===== config.mk =====
export PLATFORM = sky130hd
export DESIGN_NAME = pfc_top
export DESIGN_NICKNAME = d
export VERILOG_FILES = /design/src/design/pfc_pkg.sv /design/src/design/pfc_tbl_if.sv /design/src/design/pfc_line_table.sv /design/src/design/pfc_top.sv
export SDC_FILE = /design/constraint.sdc
export NUM_CORES = 1
export LEC_CHECK = 0
export ABC_AREA = 0
export ABC_CLOCK_PERIOD_IN_PS = 5900
export BUFFER_PORTS_ARGS = -buffer_cell sky130_fd_sc_hd__buf_4
export CAP_MARGIN = 20
export CELL_PAD_IN_SITES_DETAIL_PLACEMENT = 1
export CELL_PAD_IN_SITES_GLOBAL_PLACEMENT = 1
export CORE_MARGIN = 1.5
export CORE_UTILIZATION = 55
export DETAILED_ROUTE_END_ITERATION = 10
export PLACE_DENSITY = 0.87
export SLEW_MARGIN = 40
export SYNTH_ARGS = -nofsm -noshare
export SYNTH_HDL_FRONTEND = slang
export SYNTH_HIERARCHICAL = 1
export SYNTH_SLANG_ARGS = --single-unit

===== constraint.sdc =====
create_clock -name clk_i -period 5.9 [get_ports clk_i]
set_input_delay 0.295 -clock clk_i [delete_from_list [all_inputs] [get_ports clk_i]]
set_output_delay 0.295 -clock clk_i [all_outputs]
set_load 0.05 [all_outputs]

===== src/design/pfc_pkg.sv =====
package pfc_pkg;

  // Table geometry
  localparam int unsigned LINES    = 180;
  localparam int unsigned POS_W    = 8;
  localparam int unsigned ENT_W    = 6;
  localparam int unsigned CODE_LSB = 0;
  localparam int unsigned CODE_W   = 4;
  localparam int unsigned EOF_BIT  = 4;
  localparam int unsigned LPI_BIT  = 5;

  // Channel codes and positions
  localparam logic [CODE_W-1:0] CODE_NONE = 4'h0;
  localparam logic [CODE_W-1:0] CODE_MAX  = 4'hc;
  localparam logic [POS_W-1:0]  POS_FIRST = 8'h01;
  localparam logic [POS_W-1:0]  POS_LAST  = 8'hb4;
  localparam logic [POS_W-1:0]  ADDR_LAST = 8'hb3;
  localparam logic [1:0]        ONES_LIMIT = 2'h2;

  // Sense layout, six bytes
  localparam int unsigned SENSE_W           = 48;
  localparam int unsigned SNS_LOAD_ERR      = 0;
  localparam int unsigned SNS_RUNAWAY       = 1;
  localparam int unsigned SNS_NOT_LOADED    = 2;
  localparam int unsigned SNS_CMD_REJ       = 3;
  localparam int unsigned SNS_PRINT_PARITY  = 8;
  localparam int unsigned SNS_UNIT_FAULT    = 9;
  localparam int unsigned SNS_PRINTER_FAULT = 10;

  // Reset values
  localparam logic [SENSE_W-1:0] SENSE_RST = 48'h0;
  localparam logic               LPI8_RST  = 1'b0;

  typedef enum logic [1:0] {
    PFC_OP_SPACE = 2'h0,
    PFC_OP_SKIP  = 2'h1,
    PFC_OP_LOAD  = 2'h2,
    PFC_OP_NOP   = 2'h3
  } pfc_op_t;

  typedef enum logic [3:0] {
    ST_IDLE  = 4'h1,
    ST_LOAD  = 4'h2,
    ST_SPACE = 4'h4,
    ST_SKIP  = 4'h8
  } pfc_state_t;

  // Line after pos; wraps after the flagged last line or the physical end
  function automatic logic [POS_W-1:0] pfc_next_pos(input logic [POS_W-1:0] pos,
                                                   input logic             last);
    return (last || pos == POS_LAST) ? POS_FIRST : pos + 8'h01;
  endfunction : pfc_next_pos

endpackage : pfc_pkg


===== src/design/pfc_tbl_if.sv =====
`timescale 1ns/10ps
`default_nettype none
interface pfc_tbl_if;
  import pfc_pkg::*;
  logic             wr_en;
  logic [POS_W-1:0] wr_addr;
  logic [ENT_W-1:0] wr_data;
  logic [POS_W-1:0] rd_addr;
  logic [ENT_W-1:0] rd_data;

  modport ctrl (output wr_en, wr_addr, wr_data, rd_addr, input rd_data);
  modport mem  (input wr_en, wr_addr, wr_data, rd_addr, output rd_data);
endinterface : pfc_tbl_if
`default_nettype wire


===== src/design/pfc_line_table.sv =====
`timescale 1ns/10ps
`default_nettype none
module pfc_line_table #(
  parameter int unsigned DEPTH = pfc_pkg::LINES
) (
  // Clock
  input wire logic clk_i,
  // Table port
  pfc_tbl_if.mem   tbl
);
  import pfc_pkg::*;

  logic [ENT_W-1:0] forms_line_table [DEPTH];

  // One entry per print line; contents are undefined until loaded
  always_ff @(posedge clk_i) begin
    if (tbl.wr_en && tbl.wr_addr < POS_W'(DEPTH)) begin
      forms_line_table[tbl.wr_addr] <= tbl.wr_data;
    end
  end

  // Asynchronous read so the controller sees the entry at its position at once
  assign tbl.rd_data = (tbl.rd_addr < POS_W'(DEPTH)) ? forms_line_table[tbl.rd_addr]
                                                     : '0;
endmodule : pfc_line_table
`default_nettype wire


===== src/design/pfc_top.sv =====
// Functional notes
// The unit holds a 180-entry line table, one entry per carriage space.
// Each entry can carry a channel code from 1 to 12 marking a skip target.
// A line-position register indexes the table and steps on every line fed.
// An advance_to_tagged_line command feeds until the current entry holds the channel.
// If the channel is absent, feeding stops when line 1 is reached for the second time.
// An end-of-form flag marks the final line of a short form.
// A flag in the first entry selects 8 or 6 lines per inch.
// The host fills the table with the line_table_load_command.
// A load without end-of-form flag or with a bad channel code is an error.
// Malfunctions are reported as six sense bytes.
// A retryable print parity error is sensed and inhibits carriage motion.
// Feeding past the last-line entry returns the position to line 1.
// The host loads a valid table before space or skip commands.
`timescale 1ns/10ps
`default_nettype none
module pfc_top (
  // Clock and reset
  input  wire logic                        clk_i,
  input  wire logic                        rst_i,
  // Host command
  input  wire logic                        cmd_valid_i,
  input  wire pfc_pkg::pfc_op_t            cmd_op_i,
  input  wire logic [3:0]                  cmd_arg_i,
  output var  logic                        cmd_ready_o,
  output var  logic                        cmd_done_o,
  // Table load data
  input  wire logic                        load_valid_i,
  input  wire logic [pfc_pkg::ENT_W-1:0]   load_data_i,
  input  wire logic                        load_last_i,
  output var  logic                        load_ready_o,
  // Carriage
  input  wire logic                        carriage_ready_i,
  output var  logic                        feed_step_o,
  output var  logic                        lpi8_o,
  output var  logic [pfc_pkg::POS_W-1:0]   line_pos_o,
  // Faults and sense
  input  wire logic                        print_parity_err_i,
  input  wire logic                        unit_fault_i,
  input  wire logic                        printer_fault_i,
  input  wire logic                        sense_clear_i,
  output var  logic                        motion_inhibit_o,
  output var  logic                        table_valid_o,
  output var  logic [pfc_pkg::SENSE_W-1:0] sense_o
);
  import pfc_pkg::*;

  pfc_tbl_if tbl ();

  pfc_line_table #(.DEPTH(LINES)) u_table (
    .clk_i (clk_i),
    .tbl   (tbl)
  );

  pfc_state_t          state,      next_state;
  logic [POS_W-1:0]    load_addr,  next_load_addr;
  logic                eof_seen,   next_eof_seen;
  logic                bad_code,   next_bad_code;
  logic [1:0]          remaining,  next_remaining;
  logic [CODE_W-1:0]   target,     next_target;
  logic [1:0]          ones_seen,  next_ones_seen;
  logic                moved,      next_moved;
  logic                next_ready, next_load_ready, next_done, next_feed;
  logic                next_lpi8,  next_valid, next_inhibit;
  logic [POS_W-1:0]    next_pos;
  logic [SENSE_W-1:0]  next_sense;
  logic [CODE_W-1:0]   cur_code, ld_code;
  logic                cur_last, cmd_take, step_ok;

  // Table addressing: entry index is position minus one
  assign tbl.rd_addr = line_pos_o - 8'h01;
  assign tbl.wr_en   = (state == ST_LOAD) && load_valid_i;
  assign tbl.wr_addr = load_addr;
  assign tbl.wr_data = load_data_i;
  assign cur_code    = tbl.rd_data[CODE_LSB +: CODE_W];
  assign cur_last    = tbl.rd_data[EOF_BIT];
  assign ld_code     = load_data_i[CODE_LSB +: CODE_W];
  assign cmd_take    = cmd_valid_i && cmd_ready_o;
  // Inhibit is the registered flag, so a feed decided in the parity error's own cycle still goes; feeds stop from the next cycle
  assign step_ok     = carriage_ready_i && !motion_inhibit_o;

  // Command sequencer, next values
  always_comb begin
    next_state      = state;
    next_load_addr  = load_addr;
    next_eof_seen   = eof_seen;
    next_bad_code   = bad_code;
    next_remaining  = remaining;
    next_target     = target;
    next_ones_seen  = ones_seen;
    next_moved      = 1'b0;
    next_done       = 1'b0;
    next_feed       = 1'b0;
    next_lpi8       = lpi8_o;
    next_valid      = table_valid_o;
    next_pos        = line_pos_o;
    next_sense      = sense_clear_i ? SENSE_RST : sense_o;
    unique case (state)
      ST_IDLE: begin
        if (cmd_take) begin
          unique case (cmd_op_i)
            PFC_OP_LOAD: begin
              next_state     = ST_LOAD;
              next_load_addr = '0;
              next_eof_seen  = 1'b0;
              next_bad_code  = 1'b0;
              next_valid     = 1'b0;
            end
            PFC_OP_SPACE, PFC_OP_SKIP: begin
              if (!table_valid_o) begin
                next_sense[SNS_NOT_LOADED] = 1'b1;
                next_done                  = 1'b1;
              end else if (cmd_op_i == PFC_OP_SKIP &&
                           (cmd_arg_i == CODE_NONE || cmd_arg_i > CODE_MAX)) begin
                next_sense[SNS_CMD_REJ] = 1'b1;
                next_done               = 1'b1;
              end else if (cmd_op_i == PFC_OP_SKIP) begin
                next_state     = ST_SKIP;
                next_target    = cmd_arg_i;
                next_ones_seen = 2'h0;
              end else begin
                next_state     = ST_SPACE;
                next_remaining = cmd_arg_i[1:0];
              end
            end
            PFC_OP_NOP: next_done = 1'b1;
          endcase
        end
      end
      ST_LOAD: begin
        if (load_valid_i) begin
          if (load_addr == '0) begin
            next_lpi8 = load_data_i[LPI_BIT];
          end
          next_eof_seen  = eof_seen | load_data_i[EOF_BIT];
          next_bad_code  = bad_code | (ld_code > CODE_MAX);
          next_load_addr = load_addr + 8'h01;
          if (load_last_i || load_addr == ADDR_LAST) begin
            next_state = ST_IDLE;
            next_done  = 1'b1;
            next_pos   = POS_FIRST;
            next_valid = next_eof_seen && !next_bad_code;
            if (!next_valid) begin
              next_sense[SNS_LOAD_ERR] = 1'b1;
            end
          end
        end
      end
      ST_SPACE: begin
        if (remaining == 2'h0) begin
          next_state = ST_IDLE;
          next_done  = 1'b1;
        end else if (step_ok) begin
          next_pos       = pfc_next_pos(line_pos_o, cur_last);
          next_feed      = 1'b1;
          next_remaining = remaining - 2'h1;
        end
      end
      ST_SKIP: begin
        if (moved && cur_code == target) begin
          next_state = ST_IDLE;
          next_done  = 1'b1;
        end else if (moved && line_pos_o == POS_FIRST && ones_seen == ONES_LIMIT - 2'h1) begin
          next_state                = ST_IDLE;
          next_done                 = 1'b1;
          next_sense[SNS_RUNAWAY]   = 1'b1;
          next_ones_seen            = ONES_LIMIT;
        end else if (moved) begin
          next_ones_seen = ones_seen + ((line_pos_o == POS_FIRST) ? 2'h1 : 2'h0);
        end else if (step_ok) begin
          next_pos   = pfc_next_pos(line_pos_o, cur_last);
          next_feed  = 1'b1;
          next_moved = 1'b1;
        end else begin
          next_moved = 1'b0;
        end
      end
    endcase
    // Faults set their sense bits after any clear, so a new event survives
    if (print_parity_err_i) next_sense[SNS_PRINT_PARITY]  = 1'b1;
    if (unit_fault_i)       next_sense[SNS_UNIT_FAULT]    = 1'b1;
    if (printer_fault_i)    next_sense[SNS_PRINTER_FAULT] = 1'b1;
    next_inhibit    = print_parity_err_i | (motion_inhibit_o & ~sense_clear_i);
    next_ready      = (next_state == ST_IDLE);
    next_load_ready = (next_state == ST_LOAD);
  end

  // Command sequencer, registers
  always_ff @(posedge clk_i) begin
    if (rst_i) begin
      state            <= ST_IDLE;
      load_addr        <= '0;
      eof_seen         <= 1'b0;
      bad_code         <= 1'b0;
      remaining        <= 2'h0;
      target           <= CODE_NONE;
      ones_seen        <= 2'h0;
      moved            <= 1'b0;
      cmd_ready_o      <= 1'b1;
      load_ready_o     <= 1'b0;
      cmd_done_o       <= 1'b0;
      feed_step_o      <= 1'b0;
      lpi8_o           <= LPI8_RST;
      table_valid_o    <= 1'b0;
      line_pos_o       <= POS_FIRST;
      sense_o          <= SENSE_RST;
      motion_inhibit_o <= 1'b0;
    end else begin
      state            <= next_state;
      load_addr        <= next_load_addr;
      eof_seen         <= next_eof_seen;
      bad_code         <= next_bad_code;
      remaining        <= next_remaining;
      target           <= next_target;
      ones_seen        <= next_ones_seen;
      moved            <= next_moved;
      cmd_ready_o      <= next_ready;
      load_ready_o     <= next_load_ready;
      cmd_done_o       <= next_done;
      feed_step_o      <= next_feed;
      lpi8_o           <= next_lpi8;
      table_valid_o    <= next_valid;
      line_pos_o       <= next_pos;
      sense_o          <= next_sense;
      motion_inhibit_o <= next_inhibit;
    end
  end
endmodule : pfc_top
`default_nettype wire


==> results_dict.tcl <==
set metrics [dict create \
    postCtsSetupRepairBufs 0 \
    fp.dieH_um 267 \
    grt_max_degree 182 \
    start_util_pct 55.9 \
    start_kind "register" \
    tns_ns 0 \
    power.share.clock_pct 42.4 \
    tritoncts "yes" \
    layout-drive-gt1-share_pct 21.6 \
    cp-end-kind "register" \
    drt_iter0_markers 3130 \
    row_count 96 \
    skew_ns 0.0248 \
    p_seq_share_pct 53.9 \
    nNetsFinal 2168 \
    dieWidth_um 267 \
    grt_pass1_vias 22600 \
    power_density_nw_per_um2 321 \
    h-tree-depth 3 \
    ys_warn_count 6 \
    period_share_pct 98.6 \
    hold_path.class "input port to register" \
    numCtsBuffers 91 \
    fmax_ghz 0.172 \
    routed_wl_um 111000 \
    status "complete, no violations" \
    vias_per_cell 6.96 \
    p_sw_mw 2.95 \
    drc_errors 0 \
    max_slew_margin_pct 38.5 \
    maxSlewViolCount 0 \
    peakVddDrop_v 0.000200 \
    grt_remaining_overflow 0 \
    arrival_ns 6.35 \
    finalSetupViolations 0 \
    total_power_mw 13.6 \
    syn_area_sq_um 38400 \
    cts.sink_count 945 \
    combPwrFrac_pct 3.7 \
    portBuffers 43 \
    crit_type "register to register" \
    switching_share_pct 21.6 \
    gp_congestion 0.935 \
    grt_usage_pct 31.8 \
    syn_area_per_cell_sq_um 18.3 \
    p_leak_nw 12.9 \
    internal_power_mw 10.7 \
    clk_pin_slew_ns 0.06 \
    syn-instance-count 2099 \
    hold_violations 0 \
    io-pin-count 85 \
    vias 21900 \
    wire_per_inst_um 35.3 \
    dpl.hpwl_um 64900 \
    ant_nets 0 \
    crit_fanout 13 \
    drv_cap 0 \
    firstDrtPassIters 6 \
    die_area_sq_um 71500 \
    required_ns 6.44 \
    worst_pin_slew_ns 0.921 \
    rsz0062_at_grt "no" \
    grt_pass1_wl_um 161000 \
    coreArea_sq_um 68800 \
    clk_latency_ns 0.67 \
    rrSetupSlack_ns 0.08 \
    cts_max_path_buffers 3 \
    area_delta_synth_final_pct 10.6 \
    min_period_ns 5.82 \
    cts_root_buf "clkbuf_16" \
    antenna_found_initial 2 \
]
## layout by cell type (no fill, tap or decap), drive strengths merged, types with 14 or more instances in the layout
master,instances
buf,76
edfxtp,900
a22oi,20
clkbuf,104
nor2b,14
o21ai,21
inv,26
nor3,16
nand2,82
nand3,26
nor2,221
clkinv,45
mux2i,58
mux4,221
a21oi,45
dfxtp,45
conb,41
and2,16
## state kept, by name (all words and copies together) (netlist names), 2 cells and up
signal                    cells
sense_o                       7
state                         4
remaining                     2
load_addr                     8
ones_seen                     2
target                        4
u_table/forms_line_table    900
line_pos_o                    8
## critical path: stages, from the launching register on
cell and delay, ns:
dfxtp_1 0.47, nor3_1 0.48, xor2_2 0.44, buf_4 0.39, nor2b_1 0.73, nand2_1 0.23, o221ai_1 0.19, nor3_1 0.13
a2111oi_0 0.68, a221oi_1 0.18, o21ai_0 0.35, xor2_1 0.12, nor4_1 0.38, buf_4 0.22, and2_1 0.12, o21ai_0 0.16
o41ai_2 0.41
## final timing paths
check	from	to	cells after the start
worst max-delay path	line_pos_o[2]	cmd_ready_o	16
worst min-delay path	rst_i	sense_o[1]	2
worst max register to register	line_pos_o[2]	cmd_ready_o	16
worst min register to register	sense_o[8]	sense_o[8]	2
## timing repair
item	in CTS	in global routing
endpoints found under the setup margin	0	1
hold endpoints to repair	9	0
hold buffers	8	0
resized for setup	0	3
## metal layers
metal	part of all wire (%)	up-vias	wire, um	global-route usage, %
li1	-	8432	-	-
met1	36	11400	39800	42.2
met2	48	1703	53000	50.1
met3	11	368	11700	6.20
met4	5.8	4	6460	17.0
met5	0.030	-	33	0
## per-stage QoR
stage                     std cells  worst slack (ns)  instance area (sq um)  util, %  hold WS (ns)
after floorplan                2139              1.41                  38600        -         0.394
after global placement         2966             0.380                  39400     57.2         0.443
after detailed placement       2968             0.284                  39500     57.4         0.477
after CTS                      3141             0.242                  42500     61.7       0.00625
after global routing           3142            0.0813                  42500     61.8        0.0409
final                          3143            0.0829                  42500     61.8        0.0226
## cell type report
type	count	area, sq um
flip-flops and latches	945	27900
multi-input cells	995	9660
clock buffers	103	2340
inverters	21	96.3
clock inverters	62	534
diodes	1	2.50
fillers	5756	26300
well taps	931	1160
repair buffers	85	807
## power by group through the flow
stage,Clock [mW],Combinational (mW),Sequential [mW]
finish,5.78,0.504,7.35
CTS,5.82,0.489,7.35
detailed placement,0,0.475,7.50
global placement,0,0.444,7.49
floorplan,0,0.269,7.51
global route,6.00,0.521,7.35
Power figures use the tool's default switching activity.
